$ cat config.mk
export PLATFORM = sky130hd
export DESIGN_NAME = cis_exec
export DESIGN_NICKNAME = d
export VERILOG_FILES = /design/src/inc/cis_pkg.sv /design/src/rtl/cis_addr_gen.sv /design/src/rtl/cis_exec.sv
export SDC_FILE = /design/constraint.sdc
export NUM_CORES = 1
export LEC_CHECK = 0
export ABC_AREA = 1
export BUFFER_PORTS_ARGS = -buffer_cell sky130_fd_sc_hd__buf_2
export CAP_MARGIN = 20
export CORE_MARGIN = 10
export CORE_UTILIZATION = 45
export CTS_BUF_LIST = sky130_fd_sc_hd__clkbuf_4
export DETAILED_ROUTE_END_ITERATION = 16
export HOLD_SLACK_MARGIN = 0.08
export PLACE_DENSITY = 0.72
export SETUP_SLACK_MARGIN = 0.4
export SLEW_MARGIN = 20
export SYNTH_ARGS = -nofsm -noshare
export SYNTH_HDL_FRONTEND = slang
export SYNTH_SLANG_ARGS = --single-unit
$ cat constraint.sdc
create_clock -name clk -period 4.2 [get_ports clk]
set_input_delay 1.05 -clock clk [delete_from_list [all_inputs] [get_ports clk]]
set_output_delay 1.05 -clock clk [all_outputs]
set_load 0.005 [all_outputs]
$ cat src/inc/cis_pkg.sv
// package: encodings, constants and carriers for the instruction subset executor
package cis_pkg;
  localparam logic [3:0]  OP_TOGGLE_PFX = 4'h7;
  localparam logic [6:0]  OP_CLEAR_PFX  = 7'h35;
  localparam logic [7:0]  OP_BR_OVF     = 8'he4;
  localparam logic [7:0]  OP_BR_ZERO    = 8'he0;
  localparam logic [6:0]  OP_CALL_PFX   = 7'h76;
  localparam logic [3:0]  OP_CALL2_PFX  = 4'hf;
  localparam logic [15:0] OP_WDT_CLR    = 16'h0004;
  localparam logic [7:0]  LIT_OFS_MAX   = 8'h5f;
  localparam logic [20:0] PC_STEP       = 21'h000002;
  localparam logic [20:0] PC_RET_OFS    = 21'h000004;
  localparam logic [20:0] PC_RESET      = 21'h000000;
  localparam logic [7:0]  BYTE_RESET    = 8'h00;
  localparam logic [3:0]  BANK_RESET    = 4'h0;
  localparam logic [7:0]  WDT_RESET     = 8'h00;
  localparam logic [3:0]  POST_RESET    = 4'h0;
  localparam int          ST_Z          = 2;
  localparam int          ST_OV         = 3;

  typedef enum logic [1:0] {
    CIS_EXEC  = 2'b00,
    CIS_FLUSH = 2'b01
  } cis_state_t;

  // data memory access request
  typedef struct packed {
    logic       rd;
    logic       wr;
    logic       indexed;
    logic [11:0] addr;
    logic [7:0] wdata;
  } cis_dmem_t;

  // shadow register set
  typedef struct packed {
    logic [7:0] working;
    logic [7:0] status;
    logic [3:0] bank;
  } cis_shadow_t;
endpackage : cis_pkg

$ cat src/rtl/cis_addr_gen.sv
// file address generator: access bank, banked and indexed literal offset
`timescale 1ns/10ps
module cis_addr_gen (
  input  wire logic [7:0]  file_addr,
  input  wire logic        access_sel,
  input  wire logic        ext_set_en,
  input  wire logic [3:0]  bank_select_reg,
  input  wire logic [11:0] index_base,
  output logic      [11:0] addr,
  output logic             indexed
);
  always_comb begin
    indexed = 1'b0;
    if (access_sel) begin
      addr = {bank_select_reg, file_addr};
    end else if (ext_set_en && file_addr <= cis_pkg::LIT_OFS_MAX) begin
      addr    = index_base + {4'h0, file_addr};
      indexed = 1'b1;
    end else begin
      // access bank: low half in bank 0, high half in the sfr bank
      addr = file_addr[7] ? {4'hf, file_addr} : {4'h0, file_addr};
    end
  end
endmodule : cis_addr_gen

$ cat src/rtl/cis_exec.sv
// executor for a subset of instructions of an 8-bit core
// Operation
// - an access operand of 0 picks the access bank, 1 picks the bank given by the bank select register.
// - with access 0 and the extended set on, a file operand up to 0x5f uses indexed literal offset mode.
// - branch on overflow (1110 0100 n) branches only when the overflow flag is 1.
// - branch on zero (1110 0000 n) branches only when the zero flag is 1; branches touch no flags.
// - a taken branch loads the counter with branch address plus 2 plus twice the signed offset.
// - a branch takes one cycle untaken and two taken, the second a no-operation flush.
// - the call first pushes call address plus 4 onto the return stack top.
// - with shadow operand 1 the call copies working, status and bank select to shadows, else no change.
// - the call loads its 20-bit literal into counter bits 20 to 1.
// - the call spans two words: 1110 110s with literal 7:0, then 1111 with literal 19:8.
// - the call takes two cycles, the second a no-operation.
// - clear file (0110 101a f) writes zero to the register and sets the zero flag in one cycle.
// - watchdog clear (0x0004) resets the watchdog counter in one cycle.
// - watchdog clear also zeroes the postscaler and sets timeout and power-down flags to 1.
`timescale 1ns/10ps
module cis_exec (
  input  wire logic               clk,
  input  wire logic               sys_rst,
  input  wire logic [15:0]        instr_word,
  input  wire logic [15:0]        instr_next,
  input  wire logic               ext_set_en,
  input  wire logic [11:0]        index_base,
  input  wire logic [7:0]         working_in,
  input  wire logic [7:0]         dmem_rdata,
  input  wire logic               wdt_tick,
  output cis_pkg::cis_dmem_t      dmem_req,
  output logic      [20:0]        pc,
  output logic      [20:0]        stack_top,
  output logic                    stack_push,
  output logic      [7:0]         status,
  output logic      [3:0]         bank_select_reg,
  output cis_pkg::cis_shadow_t    shadow,
  output logic      [7:0]         watchdog_counter,
  output logic      [3:0]         wdt_postscaler,
  output logic                    timeout_flag,
  output logic                    powerdown_flag,
  output logic                    flush
);
  cis_pkg::cis_state_t  state, next_state;
  logic [20:0]          next_pc, next_stack_top;
  logic                 next_stack_push;
  logic [7:0]           next_status;
  cis_pkg::cis_shadow_t next_shadow;
  logic [7:0]           next_watchdog_counter;
  logic [3:0]           next_wdt_postscaler;
  logic                 next_timeout_flag, next_powerdown_flag;
  logic [11:0]          faddr;
  logic                 findexed;
  logic                 bit_toggle_op, clear_file_op, branch_on_ovf_op, branch_on_zero_op;
  logic                 call_op, watchdog_clear_op, taken;

  function automatic logic [20:0] branch_target(input logic [20:0] base, input logic [7:0] ofs);
    branch_target = base + cis_pkg::PC_STEP + {{12{ofs[7]}}, ofs, 1'b0};
  endfunction : branch_target

  cis_addr_gen u_addr (
    .file_addr      (instr_word[7:0]),
    .access_sel     (instr_word[8]),
    .ext_set_en     (ext_set_en),
    .bank_select_reg(bank_select_reg),
    .index_base     (index_base),
    .addr           (faddr),
    .indexed        (findexed)
  );

  always_comb begin
    bit_toggle_op     = instr_word[15:12] == cis_pkg::OP_TOGGLE_PFX;
    clear_file_op     = instr_word[15:9] == cis_pkg::OP_CLEAR_PFX;
    branch_on_ovf_op  = instr_word[15:8] == cis_pkg::OP_BR_OVF;
    branch_on_zero_op = instr_word[15:8] == cis_pkg::OP_BR_ZERO;
    call_op           = instr_word[15:9] == cis_pkg::OP_CALL_PFX
                        && instr_next[15:12] == cis_pkg::OP_CALL2_PFX;
    watchdog_clear_op = instr_word == cis_pkg::OP_WDT_CLR;
    taken             = (branch_on_ovf_op && status[cis_pkg::ST_OV])
                        || (branch_on_zero_op && status[cis_pkg::ST_Z]);
  end

  always_comb begin
    next_state            = cis_pkg::CIS_EXEC;
    next_pc               = pc + cis_pkg::PC_STEP;
    next_stack_top        = stack_top;
    next_stack_push       = 1'b0;
    next_status           = status;
    next_shadow           = shadow;
    next_watchdog_counter = watchdog_counter + {7'h00, wdt_tick};
    // postscaler counts counter wraps; no timeout is modelled here
    next_wdt_postscaler   = wdt_postscaler + {3'h0, wdt_tick && (&watchdog_counter)};
    next_timeout_flag     = timeout_flag;
    next_powerdown_flag   = powerdown_flag;
    dmem_req              = '0;
    dmem_req.addr         = faddr;
    dmem_req.indexed      = findexed;
    case (state)
      cis_pkg::CIS_FLUSH: begin
        // second cycle of a taken branch or call does nothing
        next_pc = pc;
      end
      default: begin
        if (bit_toggle_op) begin
          dmem_req.rd    = 1'b1;
          dmem_req.wr    = 1'b1;
          dmem_req.wdata = dmem_rdata ^ (8'h01 << instr_word[11:9]);
        end else if (clear_file_op) begin
          dmem_req.wr               = 1'b1;
          dmem_req.wdata            = cis_pkg::BYTE_RESET;
          next_status[cis_pkg::ST_Z] = 1'b1;
        end else if (taken) begin
          next_pc    = branch_target(pc, instr_word[7:0]);
          next_state = cis_pkg::CIS_FLUSH;
        end else if (call_op) begin
          next_stack_top  = pc + cis_pkg::PC_RET_OFS;
          next_stack_push = 1'b1;
          if (instr_word[8]) begin
            next_shadow = '{working: working_in, status: status, bank: bank_select_reg};
          end
          next_pc    = {instr_next[11:0], instr_word[7:0], 1'b0};
          next_state = cis_pkg::CIS_FLUSH;
        end else if (watchdog_clear_op) begin
          next_watchdog_counter = cis_pkg::WDT_RESET;
          next_wdt_postscaler   = cis_pkg::POST_RESET;
          next_timeout_flag     = 1'b1;
          next_powerdown_flag   = 1'b1;
        end
      end
    endcase
  end

  assign flush = state == cis_pkg::CIS_FLUSH;

  always_ff @(posedge clk or posedge sys_rst) begin
    if (sys_rst) begin
      state            <= cis_pkg::CIS_EXEC;
      pc               <= cis_pkg::PC_RESET;
      stack_top        <= cis_pkg::PC_RESET;
      stack_push       <= 1'b0;
      status           <= cis_pkg::BYTE_RESET;
      bank_select_reg  <= cis_pkg::BANK_RESET;
      shadow           <= '0;
      watchdog_counter <= cis_pkg::WDT_RESET;
      wdt_postscaler   <= cis_pkg::POST_RESET;
      timeout_flag     <= 1'b1;
      powerdown_flag   <= 1'b1;
    end else begin
      state            <= next_state;
      pc               <= next_pc;
      stack_top        <= next_stack_top;
      stack_push       <= next_stack_push;
      status           <= next_status;
      bank_select_reg  <= bank_select_reg;
      shadow           <= next_shadow;
      watchdog_counter <= next_watchdog_counter;
      wdt_postscaler   <= next_wdt_postscaler;
      timeout_flag     <= next_timeout_flag;
      powerdown_flag   <= next_powerdown_flag;
    end
  end

  property p_ovf_fallthru;
    @(posedge clk) disable iff (sys_rst)
    (!flush && branch_on_ovf_op && !status[cis_pkg::ST_OV]) |=> (pc == $past(pc) + 21'h2) && !flush;
  endproperty
  a_ovf_fallthru: assert property (p_ovf_fallthru) else $error("untaken overflow branch did not fall through");

  property p_zero_target;
    @(posedge clk) disable iff (sys_rst)
    (!flush && branch_on_zero_op && status[cis_pkg::ST_Z])
      |=> pc == $past(pc) + 21'h2 + {{12{$past(instr_word[7])}}, $past(instr_word[7:0]), 1'b0};
  endproperty
  a_zero_target: assert property (p_zero_target) else $error("zero branch target wrong");

  property p_branch_flags;
    @(posedge clk) disable iff (sys_rst)
    (!flush && (branch_on_zero_op || branch_on_ovf_op)) |=> $stable(status);
  endproperty
  a_branch_flags: assert property (p_branch_flags) else $error("branch altered status");

  property p_taken_two;
    @(posedge clk) disable iff (sys_rst)
    (!flush && taken) |=> flush ##1 (!flush && pc == $past(pc));
  endproperty
  a_taken_two: assert property (p_taken_two) else $error("taken branch not two cycles");

  property p_call_push;
    @(posedge clk) disable iff (sys_rst)
    (!flush && call_op && !taken) |=> stack_push && stack_top == $past(pc) + 21'h4 && flush;
  endproperty
  a_call_push: assert property (p_call_push) else $error("call push wrong");

  property p_call_noshadow;
    @(posedge clk) disable iff (sys_rst)
    (!flush && call_op && !instr_word[8]) |=> $stable(shadow);
  endproperty
  a_call_noshadow: assert property (p_call_noshadow) else $error("shadow changed with s=0");

  property p_call_target;
    @(posedge clk) disable iff (sys_rst)
    (!flush && call_op) |=> pc[20:1] == {$past(instr_next[11:0]), $past(instr_word[7:0])};
  endproperty
  a_call_target: assert property (p_call_target) else $error("call target wrong");

  property p_clear_file;
    @(posedge clk) disable iff (sys_rst)
    (!flush && clear_file_op) |-> dmem_req.wr && dmem_req.wdata == 8'h00 ##1 status[cis_pkg::ST_Z];
  endproperty
  a_clear_file: assert property (p_clear_file) else $error("clear file failed");

  // exactly the selected bit flips, and no flag moves
  property p_toggle_one_bit;
    @(posedge clk) disable iff (sys_rst)
    (!flush && bit_toggle_op) |-> dmem_req.rd && dmem_req.wr && $countones(dmem_req.wdata ^ dmem_rdata) == 1
      && dmem_req.wdata[instr_word[11:9]] != dmem_rdata[instr_word[11:9]] ##1 $stable(status);
  endproperty
  a_toggle_one_bit: assert property (p_toggle_one_bit) else $error("bit toggle wrong");

  property p_indexed_addr;
    @(posedge clk) disable iff (sys_rst)
    (!flush && (clear_file_op || bit_toggle_op) && !instr_word[8] && ext_set_en
      && instr_word[7:0] <= cis_pkg::LIT_OFS_MAX)
      |-> dmem_req.indexed && dmem_req.addr == index_base + {4'h0, instr_word[7:0]};
  endproperty
  a_indexed_addr: assert property (p_indexed_addr) else $error("indexed literal offset address wrong");

  property p_wdt_clr;
    @(posedge clk) disable iff (sys_rst)
    (!flush && watchdog_clear_op) |=> watchdog_counter == 8'h00 && wdt_postscaler == 4'h0
      && timeout_flag && powerdown_flag;
  endproperty
  a_wdt_clr: assert property (p_wdt_clr) else $error("watchdog clear failed");
endmodule : cis_exec

==> results.sh, run 1 <==
export IMPL_status="complete, no violations"
export IMPL_viasPerCell=4.97
export IMPL_hold_ws_ps=487
export IMPL_drive_gt1_share_pct=22.0
export IMPL_cp_max_fo=4
export IMPL_synth_ff_type="dfrtp_1"
export IMPL_grt_start_max_net_pins=45
export IMPL_finalHoldViolations=0
export IMPL_die_width_um=134
export IMPL_clk_pin_slew_worst_paths_ps=110
export IMPL_ioPinCount=177
export IMPL_synthArstFlopShare_pct=100
export IMPL_maxCapViolCount=0
export IMPL_vdd_ir_drop_max_mv=0.192
export IMPL_power_density_nw_per_um2=440
export IMPL_cts_tree="yes"
export IMPL_firstDrtPassIters=5
export IMPL_path_cells="buf_2 > ha_4 > inv_1 > fa_2 > o21ai_4 > nand4_1 > nand2_2 > nand3_1 > nand2_1 > nand2_1 > inv_1 > o21ai_0 > nand2_1 > inv_1 > buf_2"
export IMPL_rsz0062_at_grt="true"
export IMPL_fin_crit_ps=3690
export IMPL_use_met3_pct=3.21
export IMPL_vias=5776
export IMPL_num_nets_final=1088
export IMPL_rows=41
export IMPL_finalPower_mw=3.02
export IMPL_overflow=0
export IMPL_timing_slew_headroom_pct=44.8
export IMPL_ys_seq_area_share_pct=27.5
export IMPL_startpoint_type="primary input"
export IMPL_synth_distinct_cells=49
export IMPL_die_area_um2=17900
export IMPL_critPathRequiredTime_ps=3150
export IMPL_end_kind="output pin"
export IMPL_setup_viol=0
export IMPL_post_route_cell_area_um2=6860
export IMPL_hold_path_class="register to register"
export IMPL_cp_arrival_ps=2640
export IMPL_globalplace_congestion=0.925
export IMPL_synth_cells=833
export IMPL_synth_top_area_share_pct=27.5
export IMPL_finalClockSkew_ps=9.05
export IMPL_track_usage_pct=18.6
export IMPL_die_h_um=134
export IMPL_top_usage_layer="met2"
export IMPL_synth_edf_count=0
export IMPL_synth_area_um2=5830
export IMPL_core_area_um2=12700
export IMPL_layout_cells_non_filler=1163
export IMPL_pre_cts_slack_ps=218
export IMPL_cts_buffers=9
export IMPL_grt_pass1_wl_um=27600
export IMPL_maxSlewViolCount=0
export IMPL_timing_final_ws_setup_ps=510
export IMPL_fin_util_pct=54.2
export IMPL_yosysWarnings=0
export IMPL_hpwlAfterDp_um=14200
export IMPL_postCtsHoldBufs=0
export IMPL_slowest_delay_ps=370
export IMPL_worst_slew_pin_slew_ps=829
export IMPL_ant_nets=0
export IMPL_portBuffers=150
export IMPL_period_share_pct=87.9
export IMPL_post_place_cells=1146
export IMPL_max_freq_ghz=0.271
export IMPL_slowest_stage="fa_2"
export IMPL_cts_num_sinks=64
export IMPL_crit_type="primary input to output pin"
export IMPL_setup_tns_ps=0
export IMPL_drt_initial_drc_count=430
export IMPL_crit_buf_inv=5
export IMPL_htree_num_levels=3
export IMPL_drc=0
export IMPL_antenna_found_initial=1
export IMPL_clockBufferDepth=2
export IMPL_grt_pass1_vias=5566
export IMPL_grtUsageMet1_pct=23.3
export IMPL_cts_root_buf="clkbuf_4"
export IMPL_p_leak_nw=3.91
export IMPL_start_util_pct=46.0
export IMPL_syn_avg_cell_area_um2=7.00
export IMPL_routed_wl_um=17200
export IMPL_area_delta_synth_final_pct=17.8
export IMPL_synthTopCellsByArea="dfrtp_1, nand2_1, ha_1, inv_1, xor2_1"
export IMPL_postPlaceCellArea_um2=6660
export IMPL_path_delay_family="adder cells"
export IMPL_wl_per_cell_um=14.8
export IMPL_cts_setup_buffers=0
export IMPL_clk_latency_ps=430
export IMPL_grtUsageMet2_pct=31.3
export IMPL_yosysTopAreaCell="dfrtp_1"
export IMPL_synth_seq_cells=64
## path summary, 6_finish.rpt
| check | start | slack (ps) | to | depth (start not counted) |
|---|---|---|---|---|
| worst max-delay path | instr_word[0] | 510 | dmem_req[18] | 15 |
| worst min-delay path | stack_top[3] | 490 | stack_top[3] | 2 |
| worst max register to register | pc[1] | 920 | pc[18] | 18 |
| worst min register to register | stack_top[3] | 490 | stack_top[3] | 2 |
| max in group asynchronous | sys_rst | 2710 | state[0] | 3 |
| min in group asynchronous | sys_rst | 610 | stack_top[2] | 2 |
## cells by family after synthesis
logic type / Yosys count / synth area share, %
simple gates: 405 / 30.1
buf+inv: 155 / 11.9
compound gates: 95 / 9.60
flops: 64 / 27.5
xor+xnor: 57 / 8.70
fa+ha+maj: 39 / 8.63
mux: 16 / 3.44
other cells: 2 / 0.129
## cells in the final DEF, fill, tap and decap left out, drive strengths merged, types with 7 or more instances in the layout
master    n
buf     155
o21ai    30
a22oi     7
inv     116
nor3      9
ha       37
mux2i     8
xor2     40
dfrtp    64
nand2   220
xnor2    17
a21oi    34
conb     26
clkbuf    9
nand3    63
nand4    14
mux2      8
nor2     91
## repair_timing
action | 4_1_cts | 5_1_grt
endpoints found under the setup margin | 3 | 3
pin swaps | 1 | 1
resized for setup | 4 | 5
endpoints found under the hold margin | 0 | 0
## cell type report
class,instances,area (um^2)
antenna,1,2.50
clock buffer,9,67.6
clock inverter,7,96.3
fill,1315,5810
inverter,117,439
multi-input combinational,638,3650
sequential,64,1600
tap,172,215
timing repair buffer,155,788
## synth_stat cells, drive strengths merged, types with 2 or more instances
master,count
ha,37
a21oi,34
nor3,9
or2,2
o21ai,30
nand2,220
nor4,4
clkbuf,3
o211ai,2
nand4,14
mux2i,8
o21bai,3
o2111ai,4
o22ai,3
nor2,91
a21o,4
xnor2,17
buf,35
a31oi,2
fa,2
xor2,40
mux2,8
nand3,63
a22oi,7
dfrtp,64
a21boi,2
inv,116
conb,2
## where the power goes
part | leakage (nW) | switching, mW | internal [mW]
Clock | 0.0781 | 0.234 | 0.240
Sequential | 0.823 | 0.195 | 0.726
Combinational | 3.01 | 1.00 | 0.623
Total | 3.91 | 1.43 | 1.59
## metal layers
| metal | vias up | part of all wire (%) |
|---|---|---|
| met2 | 188 | 47 |
| met5 | - | 0 |
| li1 | 2943 | - |
| met3 | 34 | 6.4 |
| met4 | 0 | 3.0 |
| met1 | 2611 | 43 |
## sequential cells by signal, indices dropped and copies added (netlist names)
signal and flops:
pc 20, stack_top 20, shadow 9, watchdog_counter 8
wdt_postscaler 4, stack_push 1, state 1, status 1
## worst reg2reg max path, delay by kind of cell (launching register included)
family	cells	cell delay, ps
adders and majority gates	2	680
buffers and inverters	1	70
xor gates and xnor gates	1	200
DFF	1	520
and+or+nand+nor	14	1750
No activity file was read; power rests on OpenSTA's default activity.
==> run 2, diff against run 1 <==
- RECOVER_POWER: unset -> 100
==> run 2 against run 1 <==
The run now ends with capacitance limit, slew limit left. Count of clock-buffer cells in the layout stayed put. Hold slack better by 2.5 ps. Register-to-register slack lost 120 ps. First-iteration DRC count down 0.47%. Sequential cell count unchanged. Via count is 0.71% lower. Wire length up 0.14%. Fmax down 1.9%. Clock skew is 3.6 ps higher. Largest cell class unchanged. Worst setup slack got worse by 70 ps.
==> results.sh, run 2 (same netlist as run 1, synthesis figures left out) <==
export IMPL_area_delta_synth_final_pct=14.4
export IMPL_top_regs="pc: 20 flops, stack_top: 20 flops, shadow: 9 flops"
export IMPL_cts_setup_buffers=0
export IMPL_hold_path_class="register to register"
export IMPL_post_route_cell_area_um2=6670
export IMPL_cts_buffers=9
export IMPL_postCtsHoldBufs=0
export IMPL_start_util_pct=46.0
export IMPL_maxCapViolCount=1
export IMPL_hpwlAfterDp_um=14200
export IMPL_grt_pass1_vias=5566
export IMPL_track_usage_pct=18.6
export IMPL_rows=41
export IMPL_cts_num_sinks=64
export IMPL_htree_num_levels=3
export IMPL_drt_initial_drc_count=428
export IMPL_drive_gt1_share_pct=11.4
export IMPL_setup_viol=0
export IMPL_status="finished with violations"
export IMPL_cts_root_buf="clkbuf_4"
export IMPL_r2r_start="pc[3]"
export IMPL_grt_start_max_net_pins=45
export IMPL_holdPathEnd="stack_top[18]"
export IMPL_period_share_pct=89.5
export IMPL_clk_pin_slew_worst_paths_ps=90
export IMPL_ant_nets=0
export IMPL_finalPower_mw=2.98
export IMPL_portBuffers=150
export IMPL_num_nets_final=1088
export IMPL_vias=5735
export IMPL_cts_tree="yes"
export IMPL_routed_wl_um=17200
export IMPL_fin_crit_ps=3760
export IMPL_rsz0062_at_grt="true"
export IMPL_critPathRequiredTime_ps=3150
export IMPL_end_kind="output pin"
export IMPL_grt_pass1_wl_um=27600
export IMPL_layout_cells_non_filler=1163
export IMPL_cp_arrival_ps=2710
export IMPL_reg2reg_depth=22
export IMPL_final_cell_mix="nand2_1, inv_1, nor2_1, clkbuf_1, buf_2"
export IMPL_die_area_um2=17900
export IMPL_finalClockSkew_ps=12.7
export IMPL_core_area_um2=12700
export IMPL_cp_max_fo=4
export IMPL_whs_path_depth=2
export IMPL_maxSlewViolCount=45
export IMPL_ioPinCount=177
export IMPL_startpoint_type="primary input"
export IMPL_clockBufferDepth=2
export IMPL_n_fill_cell=1388
export IMPL_vdd_ir_drop_max_mv=0.194
export IMPL_firstDrtPassIters=5
export IMPL_grtUsageMet1_pct=23.3
export IMPL_power_density_nw_per_um2=446
export IMPL_overflow=0
export IMPL_max_freq_ghz=0.266
export IMPL_wl_per_cell_um=14.8
export IMPL_drc=0
export IMPL_violations="capacitance limit, slew limit"
export IMPL_worst_slew_pin_slew_ps=2250
export IMPL_timing_slew_headroom_pct=-49.7
export IMPL_clk_latency_ps=430
export IMPL_globalplace_congestion=0.925
export IMPL_finalHoldViolations=0
export IMPL_die_h_um=134
export IMPL_top_usage_layer="met2"
export IMPL_reg2reg_to="pc[18]"
export IMPL_antenna_found_initial=1
export IMPL_postPlaceCellArea_um2=6660
export IMPL_die_width_um=134
export IMPL_setup_tns_ps=0
export IMPL_crit_type="primary input to output pin"
export IMPL_grtUsageMet2_pct=31.3
export IMPL_viasPerCell=4.93
export IMPL_use_met3_pct=3.21
export IMPL_r2r_setup_slack_ps=800
export IMPL_final_common_cell="nand2_1"
export IMPL_post_place_cells=1146
export IMPL_p_leak_nw=3.58
export IMPL_hold_start="stack_top[18]"
[run 2: cell count changes in the layout (fill, tap and decap cells not counted), moves of 4 or more]
cell,change
o21ai_1,-7
nor2_1,+4
clkbuf_1,+83
o21ai_0,+7
mux2_1,+8
mux2_4,-8
buf_2,-80
[run 2: worst max-delay path by stage]
| stage | start | depth (start not counted) | to |
|---|---|---|---|
| 2_1_floorplan | instr_word[0] | 13 | dmem_req[18] |
| 3_3_place_gp | instr_word[0] | 15 | dmem_req[18] |
| 3_5_place_dp | instr_word[0] | 15 | dmem_req[18] |
| 4_1_cts | instr_word[0] | 15 | dmem_req[18] |
| 5_1_grt | sys_rst | 3 | watchdog_counter[1] |
| 6_report | instr_word[0] | 15 | dmem_req[18] |
[run 2: area by class of cell]
| type | instances | area, um^2 | share of cell area (%) |
|---|---|---|---|
| diodes | 1 | 2.50 | 0.0375 |
| repair buffers | 155 | 677 | 10.2 |
| well taps | 172 | 215 | 3.23 |
| multi-input cells | 638 | 3570 | 53.5 |
| clock inverters | 7 | 96.3 | 1.45 |
| inverters | 117 | 439 | 6.59 |
| clock buffers | 9 | 67.6 | 1.01 |
| flip-flops and latches | 64 | 1600 | 24.0 |
[run 2: layer usage]
metal	share of wire [%]	vias to the layer above
li1	-	2945
met1	44	2567
met2	47	189
met3	5.7	34
met4	2.8	0
met5	0	-
[run 2: worst max-delay path: stages]
cell and delay (ps):
buf_2 140, ha_4 160, inv_1 50, fa_1 430, o21ai_4 170, nand4_1 110
nand2_2 90, nand3_1 80, nand2_1 70, nand2_1 40, inv_1 50, o21ai_0 70
nand2_1 60, inv_1 40, buf_2 110
[run 2: repair_timing]
item | 4_1_cts | 5_1_grt
setup endpoints to repair | 3 | 3
resized for setup | 4 | 5
hold endpoints to repair | 0 | 0
pin swaps | 1 | 1
[run 2: through the flow]
step	hold WS, ps	worst slack (ps)	util, %
3_3_place_gp	458	230	52.6
4_1_cts	495	456	54.0
5_1_grt	530	260	52.6
3_5_place_dp	468	218	52.6
2_1_floorplan	472	670	-
6_report	489	439	52.6
[run 2: power by group]
group | switching [mW] | internal, mW
logic | 0.988 | 0.590
clock network | 0.235 | 0.240
registers | 0.196 | 0.726
==> run 3, diff against run 2 <==
- CORE_UTILIZATION: 45 -> 58
- PLACE_DENSITY: 0.72 -> 0.9
==> run 3 against run 2 <==
Sequential share of layout area up 0.34 points. The flow still finishes with violations (capacitance limit, slew limit). Highest routed layer unchanged. Clock power down 26%. Total power down 4.0%.
==> results.sh, run 3 (same netlist as run 1, synthesis figures left out) <==
export IMPL_slowest_delay_ps=350
export IMPL_clockBufferDepth=2
export IMPL_setup_viol=0
export IMPL_cp_arrival_ps=2790
export IMPL_drt_initial_drc_count=502
export IMPL_drc=0
export IMPL_firstDrtPassIters=6
export IMPL_clk_pin_slew_worst_paths_ps=90
export IMPL_finalClockSkew_ps=15.7
export IMPL_cts_num_sinks=64
export IMPL_rows=36
export IMPL_finalHoldViolations=0
export IMPL_ioPinCount=177
export IMPL_die_area_um2=14500
export IMPL_cts_buffers=9
export IMPL_final_cell_mix="nand2_1, inv_1, nor2_1, clkbuf_1, buf_2"
export IMPL_path_common_cell="nand2_1"
export IMPL_finalPower_mw=2.86
export IMPL_vias=6002
export IMPL_clk_latency_ps=410
export IMPL_worst_slew_pin_slew_ps=1510
export IMPL_rsz0062_at_grt="true"
export IMPL_p_clk_share_pct=12.3
export IMPL_drive_gt1_share_pct=11.9
export IMPL_end_kind="output pin"
export IMPL_fin_crit_ps=3840
export IMPL_routed_wl_um=17000
export IMPL_power_density_nw_per_um2=434
export IMPL_max_freq_ghz=0.261
export IMPL_p_leak_nw=3.59
export IMPL_ant_nets=0
export IMPL_n_fill_cell=878
export IMPL_cts_tree="yes"
export IMPL_hpwlAfterDp_um=14000
export IMPL_p_seq_share_pct=32.1
export IMPL_grt_start_max_net_pins=42
export IMPL_grt_pass1_vias=5651
export IMPL_cp_max_fo=4
export IMPL_num_nets_final=1089
export IMPL_path_cells="buf_2 > ha_4 > inv_1 > fa_2 > o21ai_0 > nand4_1 > nand2_1 > nand3_1 > nand2_1 > nand2_1 > inv_1 > o21ai_0 > nand2_1 > inv_1 > buf_2"
export IMPL_setup_tns_ps=0
export IMPL_cts_root_buf="clkbuf_4"
export IMPL_wl_per_cell_um=15.1
export IMPL_core_area_um2=9770
export IMPL_die_h_um=120
export IMPL_power_switching_mw=1.42
export IMPL_timing_slew_headroom_pct=-0.878
export IMPL_top_regs="pc: 20 flops, stack_top: 20 flops, shadow: 9 flops"
export IMPL_die_width_um=120
export IMPL_maxSlewViolCount=42
export IMPL_portBuffers=150
export IMPL_crit_type="primary input to output pin"
export IMPL_startpoint_type="primary input"
export IMPL_fin_util_pct=67.2
export IMPL_area_delta_synth_final_pct=12.8
export IMPL_slowest_stage="fa_2"
export IMPL_viasPerCell=5.34
export IMPL_start_util_pct=59.6
export IMPL_critPathRequiredTime_ps=3150
export IMPL_sw_frac_of_total_pct=49.6
export IMPL_htree_num_levels=3
export IMPL_period_share_pct=91.3
export IMPL_hold_path_class="register to register"
export IMPL_maxCapViolCount=1
export IMPL_p_int_mw=1.44
export IMPL_violations="capacitance limit, slew limit"
export IMPL_status="finished with violations"
export IMPL_overflow=0
export IMPL_globalplace_congestion=0.973
export IMPL_track_usage_pct=22.4
export IMPL_grt_pass1_wl_um=27000
export IMPL_final_common_cell="nand2_1"
export IMPL_vdd_ir_drop_max_mv=0.202
export IMPL_combPwrFrac_pct=55.6
export IMPL_antenna_found_initial=1
[run 3: final cells by class]
class	count	area, um^2	share of cell area (%)
clock buffers	9	67.6	1.03
flip-flops and latches	64	1600	24.4
repair buffers	156	687	10.5
well taps	133	166	2.53
multi-input cells	638	3560	54.2
clock inverters	7	48.8	0.742
inverters	117	439	6.68
diodes	1	2.50	0.0381
[run 3: per-stage QoR]
step,setup WS [ps],area [um^2],std cells,hold slack (ps)
global route,253,6570,1125,518
CTS,456,6740,1123,496
global placement,235,6620,1107,457
floorplan,670,5920,857,472
finish,364,6570,1125,493
detailed placement,199,6620,1107,469
[run 3: worst paths after layout]
kind	start	to	slack (ps)	depth (start not counted)
worst min register to register	stack_top[10]	stack_top[10]	490	2
min in group asynchronous	sys_rst	watchdog_counter[2]	1080	2
worst min-delay path	stack_top[10]	stack_top[10]	490	2
worst max register to register	state[0]	shadow[15]	740	6
max in group asynchronous	sys_rst	stack_top[10]	1330	3
worst max-delay path	instr_word[0]	dmem_req[18]	360	15
[run 3: timing repair]
item / in CTS / in global routing
pin swaps: 1 / 3
gates resized for setup: 4 / 4
endpoints found under the setup margin: 3 / 2
setup buffers: 0 / 1
hold buffers: 0 / 0
[run 3: worst max-delay path: cells and delay by family]
| family | cells | cell delay (ps) |
|---|---|---|
| compound gates | 2 | 360 |
| fa+ha+maj | 2 | 510 |
| buf+inv | 5 | 380 |
| simple gates | 6 | 470 |
[run 3: power by group through the flow]
stage                     sequential, mW  clock [mW]  combinational, mW
after floorplan                    0.875           0               1.17
after global placement             0.918           0               1.55
after detailed placement           0.923           0               1.59
after CTS                          0.910       0.356               1.60
after global routing               0.939       0.386               1.80
final                              0.917       0.352               1.59
[run 3: metal layers]
metal	GRT usage [%]	vias up	share of wire, %
met5	0	-	0
met4	8.07	0	2.7
met3	4.37	43	8.7
met2	38.5	288	48
met1	27.2	2735	40
li1	-	2936	-
